### src/verilog/tciu_pkg.sv
// Purpose: Shared constants and state layout of the timer/capture interrupt unit
// Assumes: 100 MHz pclk, APB register access, 32-bit data
// Notes: All offsets are byte addresses of aligned words
package tciu_pkg;

    localparam int unsigned CLK_PERIOD_NS = 10;
    localparam int unsigned TICK_PERIOD_NS = 1000;
    localparam int unsigned TICK_CYCLES = TICK_PERIOD_NS / CLK_PERIOD_NS;
    localparam int unsigned DIV_W = $clog2(TICK_CYCLES);

    localparam int unsigned TIMER_W = 12;
    localparam int unsigned TAP_FAST_US = 128;
    localparam int unsigned TAP_SLOW_NS = 1024000;
    localparam int unsigned TAP_FAST_BITS = $clog2(TAP_FAST_US * 1000 / TICK_PERIOD_NS);
    localparam int unsigned TAP_SLOW_BITS = $clog2(TAP_SLOW_NS / TICK_PERIOD_NS);

    localparam int unsigned NUM_SRC = 10;
    localparam int unsigned SRC_BUS_RESET = 0;
    localparam int unsigned SRC_TAP_FAST = 1;
    localparam int unsigned SRC_TAP_SLOW = 2;
    localparam int unsigned SRC_EP0 = 3;
    localparam int unsigned SRC_CAP_A = 6;
    localparam int unsigned SRC_CAP_B = 7;
    localparam int unsigned SRC_WAKE = 8;
    localparam int unsigned SRC_PORT = 9;

    localparam logic [7:0] OFS_CTRL = 8'h00;
    localparam logic [7:0] OFS_TIMER = 8'h04;
    localparam logic [7:0] OFS_STATUS = 8'h08;
    localparam logic [7:0] OFS_MASK = 8'h0c;
    localparam logic [7:0] OFS_CAPTURE = 8'h10;
    localparam logic [7:0] OFS_PORT_CFG = 8'h14;
    localparam logic [7:0] OFS_VECTOR = 8'h18;

    localparam int unsigned CTRL_W = 12;
    localparam int unsigned CTRL_GIE = 0;
    localparam int unsigned CTRL_TAP_FAST_EN = 1;
    localparam int unsigned CTRL_TAP_SLOW_EN = 2;
    localparam int unsigned CTRL_PS2_MODE = 3;
    localparam int unsigned CTRL_PRESCALE_LSB = 4;
    localparam int unsigned CTRL_CAP_EN_LSB = 8;
    localparam logic [2:0] PRESCALE_MAX = 3'h4;

    localparam logic [CTRL_W-1:0] CTRL_RESET = 12'h000;
    localparam logic [NUM_SRC-1:0] MASK_RESET = 10'h000;

    typedef struct packed {
        logic [DIV_W-1:0] div;
        logic [TIMER_W-1:0] timer;
        logic [CTRL_W-1:0] ctrl;
        logic [NUM_SRC-1:0] pend;
        logic [NUM_SRC-1:0] mask;
        logic [7:0] port_mask;
        logic [7:0] port_pol;
        logic [7:0] pin_q;
        logic [3:0][7:0] cap;
        logic [31:0] prdata;
        logic pready;
        logic pslverr;
        logic irq;
        logic core_req;
        logic [3:0] core_vector;
    } tciu_state_s;

endpackage

### src/verilog/tciu_top.sv
// Purpose: Vectored interrupt controller with free-running timer, edge capture
//          and port-pin interrupts, reached over APB
// Assumes: All inputs synchronous to pclk; request inputs are high for the event
// Notes: Pending bits clear on core acknowledge or on a status read
`timescale 1ns/1ns

module tciu_top #(
    parameter int unsigned ADDR_W = 8
) (
    input wire logic pclk,
    input wire logic presetn,
    input wire logic psel,
    input wire logic penable,
    input wire logic pwrite,
    input wire logic [ADDR_W-1:0] paddr,
    input wire logic [31:0] pwdata,
    output logic [31:0] prdata,
    output logic pready,
    output logic pslverr,
    input wire logic [7:0] port_pins,
    input wire logic bus_reset_req,
    input wire logic [2:0] ep_done,
    input wire logic wake_req,
    input wire logic serial_activity,
    input wire logic core_ack,
    output logic core_req,
    output logic [3:0] core_vector,
    output logic irq
);

    ////////////////////////////////////////////////////////////////////////////
    // Helpers

    // Eight-bit window of the counter, shifted up by the prescale setting
    function automatic logic [7:0] cap_slice(
        input logic [tciu_pkg::TIMER_W-1:0] t,
        input logic [2:0] sel
    );
        logic [2:0] s;
        s = (sel > tciu_pkg::PRESCALE_MAX) ? tciu_pkg::PRESCALE_MAX : sel;
        cap_slice = 8'(t >> s);
    endfunction

    // Lowest index wins: bus reset is the most urgent source
    function automatic logic [3:0] first_set(input logic [tciu_pkg::NUM_SRC-1:0] v);
        first_set = 4'h0;
        for (int i = tciu_pkg::NUM_SRC - 1; i >= 0; i--) begin
            if (v[i]) begin
                first_set = 4'(i);
            end
        end
    endfunction

    ////////////////////////////////////////////////////////////////////////////
    // State

    tciu_pkg::tciu_state_s s;
    tciu_pkg::tciu_state_s next_s;

    logic capture_pin_a;
    logic capture_pin_b;
    logic tick;
    logic access;
    logic done;
    logic hit;
    logic [tciu_pkg::NUM_SRC-1:0] ev;
    logic [tciu_pkg::NUM_SRC-1:0] clr;
    logic [7:0] rise;
    logic [7:0] fall;
    logic [7:0] slice;
    logic [3:0] cap_hit;
    logic [31:0] rd;

    assign capture_pin_a = port_pins[0];
    assign capture_pin_b = port_pins[1];

    ////////////////////////////////////////////////////////////////////////////
    // Next state

    always_comb begin
        next_s = s;
        ev = '0;
        clr = '0;
        rd = 32'h0000_0000;
        hit = 1'b1;

        // Time base and free-running counter
        tick = (s.div == tciu_pkg::DIV_W'(tciu_pkg::TICK_CYCLES - 1));
        next_s.div = tick ? '0 : s.div + 1'b1;
        if (tick) begin
            next_s.timer = s.timer + 1'b1;
        end

        // Taps fire as the low counter bits roll over
        ev[tciu_pkg::SRC_TAP_FAST] = tick & s.ctrl[tciu_pkg::CTRL_TAP_FAST_EN]
            & (&s.timer[tciu_pkg::TAP_FAST_BITS-1:0]);
        ev[tciu_pkg::SRC_TAP_SLOW] = tick & s.ctrl[tciu_pkg::CTRL_TAP_SLOW_EN]
            & (&s.timer[tciu_pkg::TAP_SLOW_BITS-1:0]);

        // Plain request inputs; serial activity shares the bus-reset vector
        ev[tciu_pkg::SRC_BUS_RESET] = bus_reset_req
            | (serial_activity & s.ctrl[tciu_pkg::CTRL_PS2_MODE]);
        ev[tciu_pkg::SRC_EP0 +: 3] = ep_done;
        ev[tciu_pkg::SRC_WAKE] = wake_req;

        // Edge detection on the port
        rise = port_pins & ~s.pin_q;
        fall = ~port_pins & s.pin_q;
        next_s.pin_q = port_pins;

        // Capture: index 0 A rise, 1 A fall, 2 B rise, 3 B fall
        slice = cap_slice(s.timer, s.ctrl[tciu_pkg::CTRL_PRESCALE_LSB +: 3]);
        cap_hit = {fall[1], rise[1], fall[0], rise[0]}
            & s.ctrl[tciu_pkg::CTRL_CAP_EN_LSB +: 4];
        for (int i = 0; i < 4; i++) begin
            if (cap_hit[i]) begin
                next_s.cap[i] = slice;
            end
        end
        ev[tciu_pkg::SRC_CAP_A] = |cap_hit[1:0];
        ev[tciu_pkg::SRC_CAP_B] = |cap_hit[3:2];

        // Port interrupt: masked, per-pin polarity, one shared source
        ev[tciu_pkg::SRC_PORT] = |(s.port_mask
            & ((s.port_pol & rise) | (~s.port_pol & fall)));

        // APB: one wait cycle, then a registered answer
        access = psel & penable;
        done = access & s.pready;
        next_s.pready = access & ~s.pready;
        unique case (8'(paddr))
            tciu_pkg::OFS_CTRL: rd = 32'(s.ctrl);
            tciu_pkg::OFS_TIMER: rd = 32'(s.timer);
            tciu_pkg::OFS_STATUS: rd = 32'(s.pend);
            tciu_pkg::OFS_MASK: rd = 32'(s.mask);
            tciu_pkg::OFS_CAPTURE: rd = s.cap;
            tciu_pkg::OFS_PORT_CFG: rd = {16'h0000, s.port_pol, s.port_mask};
            tciu_pkg::OFS_VECTOR: rd = {27'h0, s.core_req, s.core_vector};
            default: hit = 1'b0;
        endcase
        if (access & ~s.pready) begin
            next_s.prdata = pwrite ? 32'h0000_0000 : rd;
            next_s.pslverr = ~hit;
        end else begin
            next_s.prdata = 32'h0000_0000;
            next_s.pslverr = 1'b0;
        end

        // Writes take effect at the completing edge; read-only words ignore them
        if (done & pwrite) begin
            unique case (8'(paddr))
                tciu_pkg::OFS_CTRL: next_s.ctrl = pwdata[tciu_pkg::CTRL_W-1:0];
                tciu_pkg::OFS_MASK: next_s.mask = pwdata[tciu_pkg::NUM_SRC-1:0];
                tciu_pkg::OFS_PORT_CFG: begin
                    next_s.port_mask = pwdata[7:0];
                    next_s.port_pol = pwdata[15:8];
                end
                default: ;
            endcase
        end

        // Pending: cleared by status read or acknowledge, an event the same cycle wins
        if (done & ~pwrite & (8'(paddr) == tciu_pkg::OFS_STATUS)) begin
            clr = '1;
        end
        if (core_ack & s.core_req) begin
            clr[s.core_vector] = 1'b1;
        end
        next_s.pend = (s.pend & ~clr) | ev;

        // Vector and interrupt line follow the new pending and mask values
        next_s.irq = |(next_s.pend & next_s.mask);
        next_s.core_req = next_s.ctrl[tciu_pkg::CTRL_GIE] & next_s.irq;
        next_s.core_vector = first_set(next_s.pend & next_s.mask);
    end

    ////////////////////////////////////////////////////////////////////////////
    // Registers

    always_ff @(posedge pclk or negedge presetn) begin
        if (!presetn) begin
            s <= '{ctrl: tciu_pkg::CTRL_RESET, mask: tciu_pkg::MASK_RESET, default: '0};
        end else begin
            s <= next_s;
        end
    end

    assign prdata = s.prdata;
    assign pready = s.pready;
    assign pslverr = s.pslverr;
    assign irq = s.irq;
    assign core_req = s.core_req;
    assign core_vector = s.core_vector;

endmodule
### config.mk
export PLATFORM = sky130hd
export DESIGN_NAME = tciu_top
export DESIGN_NICKNAME = d
export VERILOG_FILES = /design/src/verilog/tciu_pkg.sv /design/src/verilog/tciu_top.sv
export SDC_FILE = /design/constraint.sdc
export NUM_CORES = 1
export LEC_CHECK = 0
export BUFFER_PORTS_ARGS = -buffer_cell sky130_fd_sc_hd__buf_2
export CAP_MARGIN = 40
export CORE_AREA = 2 2 112 114
export CTS_CLUSTER_SIZE = 10
export DETAILED_ROUTE_END_ITERATION = 8
export DIE_AREA = 0 0 114 116
export GPL_TIMING_DRIVEN = 0
export MAX_ROUTING_LAYER = met4
export PLACE_DENSITY = 0.79
export RECOVER_POWER = 100
export SLEW_MARGIN = 20
export SYNTH_ARGS = -nofsm -noshare
export SYNTH_HDL_FRONTEND = slang
export SYNTH_SLANG_ARGS = --single-unit
export TNS_END_PERCENT = 30
### constraint.sdc
create_clock -name pclk -period 2.8 [get_ports pclk]
set_clock_uncertainty 0.2 [all_clocks]
set_input_delay 0.42 -clock pclk [delete_from_list [all_inputs] [get_ports pclk]]
set_output_delay 0.42 -clock pclk [all_outputs]
set_load 0.01 [all_outputs]
==> results list <==
* Worst slew margin: -0.154
- Filler Cell Count: 907
- The via count of the first global-routing pass came to 5195.
- For this run, the total global-route usage over all layers was measured as 0.279.
* Worst setup SP type: input port
- For this configuration, the core starts out at a cell density of 0.561.
- In this run the core area contains 40 standard-cell rows.
* Top cell type by total area after synthesis: sky130_fd_sc_hd__dfrtp_1
- For this run the aggregate overflow at the end of global routing stands at 0.
* Summed negative setup slack over all endpoints: 0 ns
* Critical-path cell list: dlygate4sd3_1 -> clkbuf_1 -> and4b_1 -> nor4_1 -> nand4_1 -> o31a_1 -> a221o_1 -> a221o_1
- For this run, asynchronously set or reset flops after synthesis account for 1.00.
* Worst min-delay path startpoint: ep_done[1]
* Area of the core region: 11900 µm²
- Port buffering added 82 buffers.
- Worst-Skew Late Latency: 0.42 ns
* Req. time, crit path: 2.90 ns
* Chip width: 114 µm
- Once detailed placement completed, the half-perimeter wirelength came to 11900 µm.
* Levels on crit path: 8
- Worst slew pin tran: 1.73 ns
- Setup violations remaining at the end of the flow were counted as 0.
- For this block, the initial DRC count from the detailed router was 580.
- Sinks on Clock Net: 147
- In the final routed layout, each cell accounts on average for 19.6 µm.
* Sequential element share of the synthesized area: 0.551
- For the finished layout, the period the worst path requires is 2.65 ns.
- Post-synthesis instance area: 6680 µm²
- After synthesis, the most frequently instantiated cells are 147 x sky130_fd_sc_hd__dfrtp_1, 51 x sky130_fd_sc_hd__nand2_1, 41 x sky130_fd_sc_hd__o21ai_0.
- In the final layout, the multi-input gates occupy 2610 µm².
- The detail route stage leaves a number of antenna-violating nets equal to 0.
- CP endpoint kind: flip-flop
- In this run the mean area of a mapped cell was 11.4 µm².
* Worst path top cell family by delay: compound AO/OA/AOI/OAI gates
- First element of the critical path: port_pins[1]
- After detailed routing, the number of remaining DRC violations is 0.
- Area growth from synthesis to layout: 19.6%
- Most common cell in the synthesized netlist: sky130_fd_sc_hd__dfrtp_1
- Leakage power of the design: 3.60 nW
- The critical path ends at core_vector[0].
* H-tree Lvls: 4
- R2R Path Start: core_vector[0]
* Run status: finished, violations left
- The first detailed-routing pass ran for 6 iterations.
* First-pass GRT wire length: 27000 µm
- Type of the most critical hold path: in -> reg
* Cts bufs inserted: 17
* Most used cell, CP: sky130_fd_sc_hd__a221o_1
* Areal power density over the cells: 593 nW/µm²
* Violations in the final reports: capacitance limit, slew limit
- The die covers 13200 µm².
- Counting both buffers and inverters, the worst setup path holds a total of 2.
- After synthesis, the cell types taking the most area are sky130_fd_sc_hd__dfrtp_1 55%, sky130_fd_sc_hd__mux2_2 6.1%, sky130_fd_sc_hd__buf_4 4.0%.
- Critical Path AT: 2.75 ns
- Of the cells placed in the final design, the portion with a size suffix greater than 1 is 0.219.
- Max Buffers Root-to-Sink: 2
* Clock tree root driver cell: sky130_fd_sc_hd__clkbuf_16
- Reg-to-reg slack, setup: 0.18 ns
- Post-synthesis net count: 648
- Unrepaired setup endpoints after global routing: false
* Synth Flop Type: sky130_fd_sc_hd__dfrtp_1
- Detailed-route vias per instance: 6.00
- Yosys synthesis warning count: 0
- Nets: 760
- For this run, the top clock speed supported by timing is 0.378 GHz.
- The endpoint identified for the worst register-to-register timing path is core_vector[3].
- Clock-pin transition on the worst setup and hold timing paths: 0.06 ns
- Of the post-synthesis cell area, the dominant cell type holds 0.551.
- TritonCTS built the clock tree.
- During I/O placement, the number of pins put on the boundary was 100.
- Along the worst path, the maximum fanout reaches 5.
* Period utilization: 0.946
- Reg2reg path depth: 6
* Largest net degree at the start of global routing: 80
- Across the run, the number of max-cap violations was 1.
- In the final layout, flip-flops and latches occupy 3680 µm².
- Count of flip-flops with a built-in enable after synthesis: 0
* Weighted congestion reported at the end of routability-driven placement: 0.910
- Die span in y: 116 µm
- Post-detailed-routing wire length: 16800 µm
* Final core occ: 0.671
- The number of antenna violations at the first check in global routing came to 0.
- Least setup slack across all paths after layout: 0.152 ns
- Number of distinct standard cells referenced by the synthesized netlist: 62
- Final hold violations: 0
* Count of mapped cells out of synthesis: 586
* Power Total: 4.74 mW
* Slowest stage cell on the critical path: sky130_fd_sc_hd__dlygate4sd3_1
* Worst Setup Path Type: in -> reg
* Stage delay of the slowest cell on the critical path: 0.55 ns
- Prior to clock tree synthesis, the placed netlist has a worst setup slack of -0.279 ns.
- The final count of pins violating max slew is 79.
* Count of inserted antenna diode cells: 0
- Number of storage elements in the synthesis netlist: 147
* IR Drop Worst-Case VDD: 0.283 mV
- The routed layout has 5150 vias.
==> logic make-up (layout without fill, tap and decap cells) <==
logic type / count (synthesis) / count (layout) / share of synthesized area
DFF: 147 / 147 / 0.551
buffers and inverters: 69 / 194 / 0.0600
and+or+nand+nor: 172 / 172 / 0.149
AOI/OAI and AO/OA: 125 / 125 / 0.125
adders and majority gates: 2 / 2 / 0.00375
muxes: 56 / 56 / 0.0914
xor gates and xnor gates: 15 / 15 / 0.0197
==> flip-flops by register name (all words and copies together) (netlist names) <==
name,count
core_req,1
pslverr,1
pready,1
irq,1
prdata,32
core_vector,4
s,107
==> layer usage <==
| metal | GRT usage | vias to the layer above | part of all wire |
|---|---|---|---|
| met2 | 0.466 | 255 | 0.50 |
| met5 | - | - | 0 |
| met3 | 0.0560 | 41 | 0.069 |
| met4 | 0.114 | 0 | 0.031 |
| li1 | - | 2318 | - |
| met1 | 0.334 | 2536 | 0.40 |
==> power breakdown <==
group	internal (mW)	switching (mW)	leakage [nW]
clock	1.57	0.878	0.306
combinational	0.0528	0.0909	1.32
sequential	2.14	0.0103	1.98
total	3.76	0.979	3.60
==> metrics by stage <==
step                area, µm²  cells  hold WS [ns]
finish                   7990    858        0.0253
global route             7990    858        0.0307
CTS                      8050    858        0.0102
detailed placement       7310    817         0.236
global placement         7270    815         0.253
floorplan                6680    586       -0.0756
==> how the worst min path moves through the flow <==
stage,to,slack (ns),depth (start not counted)
global route,s[84],0.03,2
CTS,s[110],0.01,2
global placement,s[59],0.25,2
floorplan,core_req,-0.08,0
detailed placement,s[100],0.24,1
finish,s[110],0.03,2
==> cell type report <==
cell class | instances | area share
Timing Repair Buffer | 93 | 0.0594
Clock inverter | 11 | 0.0218
Buffer | 63 | 0.0473
Clock buffer | 21 | 0.0589
Multi-Input combinational cell | 370 | 0.326
Sequential cell | 147 | 0.460
Inverter | 6 | 0.00282
Tap cell | 147 | 0.0230
==> cells in the final DEF (no fill, tap or decap), types with 6 or more instances in the layout <==
cell type,instances
sky130_fd_sc_hd__nor2_1,25
sky130_fd_sc_hd__clkbuf_16,17
sky130_fd_sc_hd__xnor2_1,9
sky130_fd_sc_hd__mux2_1,6
sky130_fd_sc_hd__a31oi_1,8
sky130_fd_sc_hd__and2_0,15
sky130_fd_sc_hd__inv_1,6
sky130_fd_sc_hd__buf_2,40
sky130_fd_sc_hd__a222oi_1,15
sky130_fd_sc_hd__nand3_1,6
sky130_fd_sc_hd__dfrtp_1,147
sky130_fd_sc_hd__nand2_1,51
sky130_fd_sc_hd__mux2i_1,19
sky130_fd_sc_hd__a21oi_1,17
sky130_fd_sc_hd__xor2_1,6
sky130_fd_sc_hd__mux2_2,31
sky130_fd_sc_hd__clkbuf_1,69
sky130_fd_sc_hd__dlygate4sd3_1,9
sky130_fd_sc_hd__buf_4,34
sky130_fd_sc_hd__and2_1,12
sky130_fd_sc_hd__a22oi_1,20
sky130_fd_sc_hd__o21ai_0,42
==> what timing repair did <==
item / CTS / global route
setup buffers: 0 / 0
hold buffers: 9 / 0
endpoints found under the hold margin: 86 / 0
gates resized for setup: 0 / 3
setup endpoints to repair: 0 / 22
(Power assumes the default switching activity.)
